$ cat src/udbc_pkg.sv
// shared constants for the four-bit up/down binary counter
package udbc_pkg;

	// count width and the two terminal values
	localparam int COUNT_W = 4;
	localparam logic [COUNT_W-1:0] COUNT_ZERO = 4'h0;
	localparam logic [COUNT_W-1:0] COUNT_FULL = 4'hF;
	localparam logic [COUNT_W-1:0] COUNT_STEP = 4'h1;
	localparam logic [COUNT_W-1:0] COUNT_RESET = 4'h0;

	// carry output is active low, so its idle level is high
	localparam logic CARRY_IDLE = 1'h1;
	localparam logic CARRY_ACTIVE = 1'h0;

	// direction input levels
	localparam logic DIR_UP = 1'h1;
	localparam logic DIR_DOWN = 1'h0;

	// layout of the pin bundle that goes through the synchroniser
	localparam int SYNC_W = 9;
	localparam int SYNC_LOAD_LSB = 0;
	localparam int SYNC_LOAD_MSB = 3;
	localparam int SYNC_CLK_BIT = 4;
	localparam int SYNC_DIR_BIT = 5;
	localparam int SYNC_LOADEN_BIT = 6;
	localparam int SYNC_RESET_BIT = 7;
	localparam int SYNC_CARRYIN_BIT = 8;

	// reset level of every synchroniser flop
	localparam logic [SYNC_W-1:0] SYNC_RESET_VAL = 9'h000;

	// whole state of the counter
	typedef struct packed {
		logic [COUNT_W-1:0] count;
		logic countClkPrev;
		logic carryOutN;
		logic atFull;
		logic atZero;
	} udbc_state_s;

	localparam udbc_state_s STATE_RESET = '{
		count: COUNT_RESET,
		countClkPrev: 1'h0,
		carryOutN: CARRY_IDLE,
		atFull: 1'h0,
		atZero: 1'h1
	};

endpackage : udbc_pkg

$ cat src/udbc_counter.sv
// four-bit synchronous up/down binary counter with load, reset and cascade carry
//
// Notes on behaviour
// - load enable high copies the load value pins onto the count, no edge needed.
// - when counting is allowed, direction high increments and direction low decrements.
// - outside load and reset, count changes only on rising count clock edge, all four bits together.
// - reset pin high forces all count bits low, overriding everything else.
// - counting up, carry out is low only at count fifteen with carry in low.
// - counting down, carry out is low only at count zero with carry in low.
`timescale 1ns/10ps
module udbc_counter (
	input wire logic clk,
	input wire logic sys_rst,
	input wire logic clkEn,
	input wire logic countClk,
	input wire logic upDown,
	input wire logic loadEnable,
	input wire logic resetIn,
	input wire logic carryInN,
	input wire logic loadValueBitZero,
	input wire logic loadValueBit1,
	input wire logic loadValueBit2,
	input wire logic loadValueBitThree,
	output logic countOutBitZero,
	output logic countOutBit1,
	output logic countOutBit2,
	output logic countOutBitThree,
	output logic carryOutN
);
	import udbc_pkg::*;

	////////////////////////////////////////////////////////////////////////////////
	// pin synchronisers

	logic [SYNC_W-1:0] pinRaw;
	logic [SYNC_W-1:0] pinSync;

	always_comb begin
		pinRaw = SYNC_RESET_VAL;
		pinRaw[SYNC_LOAD_MSB:SYNC_LOAD_LSB] = {loadValueBitThree, loadValueBit2, loadValueBit1, loadValueBitZero};
		pinRaw[SYNC_CLK_BIT] = countClk;
		pinRaw[SYNC_DIR_BIT] = upDown;
		pinRaw[SYNC_LOADEN_BIT] = loadEnable;
		pinRaw[SYNC_RESET_BIT] = resetIn;
		pinRaw[SYNC_CARRYIN_BIT] = carryInN;
	end

	udbc_sync u_sync (
		.clk(clk),
		.sysRst(sys_rst),
		.clkEn(clkEn),
		.pinIn(pinRaw),
		.pinSync(pinSync)
	);

	logic [COUNT_W-1:0] loadValueS;
	logic countClkS;
	logic dirS;
	logic loadEnS;
	logic resetS;
	logic carryInNS;

	assign loadValueS = pinSync[SYNC_LOAD_MSB:SYNC_LOAD_LSB];
	assign countClkS = pinSync[SYNC_CLK_BIT];
	assign dirS = pinSync[SYNC_DIR_BIT];
	assign loadEnS = pinSync[SYNC_LOADEN_BIT];
	assign resetS = pinSync[SYNC_RESET_BIT];
	assign carryInNS = pinSync[SYNC_CARRYIN_BIT];

	////////////////////////////////////////////////////////////////////////////////
	// next-state logic

	udbc_state_s state_q;
	udbc_state_s state_d;

	logic countEdge;
	logic countAllowed;

	// edge taken from the synchronised copy, never from the raw pin
	assign countEdge = countClkS & ~state_q.countClkPrev;
	// carry in gates counting; load and reset are checked first below
	assign countAllowed = ~carryInNS;

	always_comb begin
		state_d = state_q;
		state_d.countClkPrev = countClkS;
		if (resetS) begin
			state_d.count = COUNT_RESET;
		end else if (loadEnS) begin
			// level-sensitive: follows the load pins every cycle it is high
			state_d.count = loadValueS;
		end else if (countEdge && countAllowed) begin
			if (dirS == DIR_UP) begin
				state_d.count = state_q.count + COUNT_STEP;
			end else begin
				state_d.count = state_q.count - COUNT_STEP;
			end
		end
		state_d.atFull = (state_d.count == COUNT_FULL);
		state_d.atZero = (state_d.count == COUNT_ZERO);
		// carry registered with the count so both move on the same edge
		state_d.carryOutN = CARRY_IDLE;
		if (!carryInNS) begin
			if (dirS == DIR_UP && state_d.atFull) begin
				state_d.carryOutN = CARRY_ACTIVE;
			end else if (dirS == DIR_DOWN && state_d.atZero) begin
				state_d.carryOutN = CARRY_ACTIVE;
			end
		end
	end

	always_ff @(posedge clk) begin
		if (sys_rst) begin
			state_q <= STATE_RESET;
		end else if (clkEn) begin
			state_q <= state_d;
		end
	end

	////////////////////////////////////////////////////////////////////////////////
	// outputs

	// all four bits come from one register, so they switch together
	assign countOutBitZero = state_q.count[0];
	assign countOutBit1 = state_q.count[1];
	assign countOutBit2 = state_q.count[2];
	assign countOutBitThree = state_q.count[COUNT_W-1];
	// chaining stages adds a few cycles of carry latency per stage
	assign carryOutN = state_q.carryOutN;

endmodule : udbc_counter

$ cat src/udbc_sync.sv
// two-flop synchroniser bank for the counter's pin inputs
`timescale 1ns/10ps
module udbc_sync (
	input wire logic clk,
	input wire logic sysRst,
	input wire logic clkEn,
	input wire logic [udbc_pkg::SYNC_W-1:0] pinIn,
	output logic [udbc_pkg::SYNC_W-1:0] pinSync
);
	import udbc_pkg::*;

	typedef struct packed {
		logic [SYNC_W-1:0] stage1;
		logic [SYNC_W-1:0] stage2;
	} udbc_sync_s;

	udbc_sync_s state_q;
	udbc_sync_s state_d;

	// first stage feeds only the second stage
	always_comb begin
		state_d = state_q;
		state_d.stage1 = pinIn;
		state_d.stage2 = state_q.stage1;
	end

	always_ff @(posedge clk) begin
		if (sysRst) begin
			state_q <= '{stage1: SYNC_RESET_VAL, stage2: SYNC_RESET_VAL};
		end else if (clkEn) begin
			state_q <= state_d;
		end
	end

	genvar i;
	generate
		for (i = 0; i < SYNC_W; i++) begin : g_out
			assign pinSync[i] = state_q.stage2[i];
		end
	endgenerate

endmodule : udbc_sync

$ cat config.mk
export PLATFORM = sky130hd
export DESIGN_NAME = udbc_counter
export DESIGN_NICKNAME = d
export VERILOG_FILES = /design/src/udbc_pkg.sv /design/src/udbc_counter.sv /design/src/udbc_sync.sv
export SDC_FILE = /design/constraint.sdc
export NUM_CORES = 1
export LEC_CHECK = 0
export BUFFER_PORTS_ARGS = -buffer_cell sky130_fd_sc_hd__clkbuf_2
export CAP_MARGIN = 20
export CORE_MARGIN = 4
export CORE_UTILIZATION = 55
export CTS_CLUSTER_SIZE = 16
export DETAILED_ROUTE_END_ITERATION = 16
export HOLD_SLACK_MARGIN = 0.03
export PLACE_DENSITY_LB_ADDON = 0.05
export SLEW_MARGIN = 25
export SYNTH_ARGS = -nofsm -noshare
export SYNTH_HDL_FRONTEND = slang
export SYNTH_SLANG_ARGS = --single-unit
$ cat constraint.sdc
create_clock -name clk -period 3.5 [get_ports clk]
set_input_delay 0.875 -clock clk [delete_from_list [all_inputs] [get_ports clk]]
set_output_delay 0.875 -clock clk [all_outputs]
set_load 0.02 [all_outputs]
==> impl_results.md <==
* Final min period at 2.480 ns
* Placed cell areas at 1202 sq um
* RSZ-0062 raised after global routing: no
* Wire length of the first global-routing pass at 3.463 mm
* Fill count at 202
* Top-Level Pins at 17
* Leakage dissipation at 0.5411 nW
* PortBufs at 16
* Critical path class: reg -> reg
* Root Buffer: clkbuf_4
* Fmax achieved at 0.4032 GHz
* Layout area overhead at 7.938%
* Clk slew on worst S/H paths at 0.12 ns
* Final Hold Viols at 0
* Footprint of the multi-input gates at 589.3 sq um
* Slew @ Worst Pin at 0.7629 ns
* Cts hold-fix bufs at 0
* Netlist cell types at 33
* Critical Path, Cell by Cell: inv_1, fa_1, or4_4, o211ai_2, nand4_1, or4_1, o211a_1
* Switching share of total power at 25.27%
* Critical path peak fanout at 6
* Fin Clk Skew at 0.004274 ns
* DRT antenna net count at 0
* Net count, final at 148
* Logic pwr share at 13.7%
* Clock share of power at 24.2%
* Int Pwr at 0.0003566 W
* Min-Delay Path Class: reg -> reg
* Final Core Density at 62.44%
* P per Cell Area at 389.6 nW/um^2
* Layout cells sized above 1 at 16.03%
* Gate count of the mapped netlist at 121
* # rows at 16
* Pin count of the biggest net entering global routing at 29
* Period utilization at 70.87%
* Main synth FF type: dfxtp_1
* Die area at 2854 sq um
* FF+latch area at 480.5 sq um
* CTS Buf Count at 3
* Sequential area share after synthesis at 42.34%
* Setup violators final at 0
* GR Overflow Total at 0
* Slew Limit Headroom at 49.14%
* Hold_ws at 0.5070 ns
* Number of global-route vias before repair at 776
* Core area at 1962 sq um
* DRT Wirelength at 1.968 mm
* Ys async rst share at 0%
* Max VDD drop at 254.9 uV
* Post-synth EDFFs at 0
* Starting Density at 57.84%
* Worst setup SP type: flip-flop
* Clock Tree Buf Depth at 2
* HPWL Detailed at 1.421 mm
* Routed len/inst at 12.46 microns
* # diodes at 0
* Postcts setup bufs at 0
* Setup TNS at 0 ns
* CTS H-tree lvls at 1
* GPL Wtd Cong at 0.8511
* Setup crit end kind: flip-flop
* Placed cell count at 155
* Syn Nets at 136
* Die width at 53.43 microns
* # DRC at 0
* Cts repair resizes at 0
* Crit path DAT at 2.69 ns
* Status: completed
* Synth Warn # at 0
* Synthesized flop and latch total at 24
* CTS tree: yes
* Clk sink count at 24
* Max Slew Vio Count at 0
* Later-pin clock latency in the skew report at 0.30 ns
* DR iter-0 viols at 16
* WP data required at 3.71 ns
* Final Non-Filler Cells at 158
* Mean post-synth cell area at 9.379 sq um
* Final Cell Area at 1225 sq um
* Sw power at 0.0001206 W
* Max_cap viols at 0
* CP peak stage delay at 0.49 ns
* Total track usage at 16.38%
* Critical path's slowest cell: or4_4
* 1st-pass router iterations at 4
* Cell Area, Synth at 1135 sq um
* Vias at 856
* Chip Height at 53.43 microns
* Seq pwr share at 62.1%
* Antenna violations before repair at 0
* Via density at 5.418
## path summary, 6_finish.rpt
kind | startpoint | to | slack [ns] | depth (start not counted)
min | u_sync.state_d[2]$_SDFFE_PP0P_ | u_sync.state_d[2]$_SDFFE_PP0P_ | 0.51 | 2
min reg2reg | u_sync.state_d[2]$_SDFFE_PP0P_ | u_sync.state_d[2]$_SDFFE_PP0P_ | 0.51 | 2
max | countOutBitZero$_SDFFE_PP0P_ | carryOutN$_SDFFE_PP1P_ | 1.02 | 7
max reg2reg | countOutBitZero$_SDFFE_PP0P_ | carryOutN$_SDFFE_PP1P_ | 1.02 | 7
## cell type report
cell class | instances | area share [%]
tap | 27 | 2.758
multi-input combinational | 83 | 48.11
inverter | 5 | 1.532
timing repair buffer | 16 | 6.537
sequential | 24 | 39.22
clock buffer | 3 | 1.839
## state kept, by name, indices dropped and copies added, names as in the netlist
signal / flops
carryOutN: 1
countOutBit1: 1
countOutBit2: 1
countOutBitThree: 1
countOutBitZero: 1
state_q: 1
u_sync.pinSync: 9
u_sync.state_d: 9
## critical path: cells and delay by family, from the launching register on
family / cells / cell delay [ns]
simple gates: 3 / 1.03
fa+ha+maj: 1 / 0.48
flops: 1 / 0.46
compound gates: 2 / 0.33
buf+inv: 1 / 0.11
## kinds of logic (layout without fill, tap and decap cells)
kind of cell / Yosys count / in the layout / share of synthesized area, %
buffers and inverters: 14 / 24 / 5.733
adder cells (fa/ha/maj): 3 / 3 / 3.969
multiplexers: 22 / 22 / 19.40
AO/OA/AOI/OAI: 13 / 13 / 8.931
XOR/XNOR: 2 / 2 / 1.544
AND/OR/NAND/NOR: 43 / 43 / 18.08
flip-flops: 24 / 24 / 42.34
## routing by layer
metal | track usage (%) | wire length (microns) | vias up
li1 | - | - | 444
met2 | 25.92 | 924 | 17
met4 | 5.106 | 23 | 0
met3 | 3.662 | 104 | 4
met1 | 21.81 | 916 | 391
met5 | 0 | 0 | -
## cell usage after synthesis (2+ instances only)
library cell,n,area (sq um)
nor2_1,25,93.84
dfxtp_1,24,480.5
mux2i_1,22,220.2
a21oi_1,5,25.02
inv_1,5,18.77
nand3_1,5,25.02
clkbuf_1,4,15.01
nand2_1,3,11.26
buf_1,2,7.510
ha_1,2,25.02
or3b_1,2,17.52
## layout by cell type (no fill, tap or decap), drive strengths merged, types with 2 or more instances in the layout
| cell type | n |
|---|---|
| nor2 | 25 |
| nand3 | 5 |
| clkbuf | 19 |
| ha | 2 |
| or3b | 2 |
| nand2 | 3 |
| mux2i | 22 |
| or4 | 2 |
| dfxtp | 24 |
| inv | 5 |
| a21oi | 5 |
## stage by stage
step | power (W) | setup WS (ns)
finish | 0.0004772 | 1.020
global route | 0.0005067 | 0.8805
CTS | 0.0004820 | 1.009
global placement | 0.0003660 | 1.126
floorplan | 0.0003525 | 1.036
detailed placement | 0.0003685 | 1.034
## power by group through the flow
stage	registers (W)	clock network, W	logic (W)
after floorplan	0.000302	0	0.0000503
after global placement	0.000302	0	0.0000643
after detailed placement	0.000303	0	0.0000660
after CTS	0.000296	0.000119	0.0000665
after global routing	0.000298	0.000135	0.0000737
final	0.000296	0.000116	0.0000655
Power figures use the tool's default switching activity.
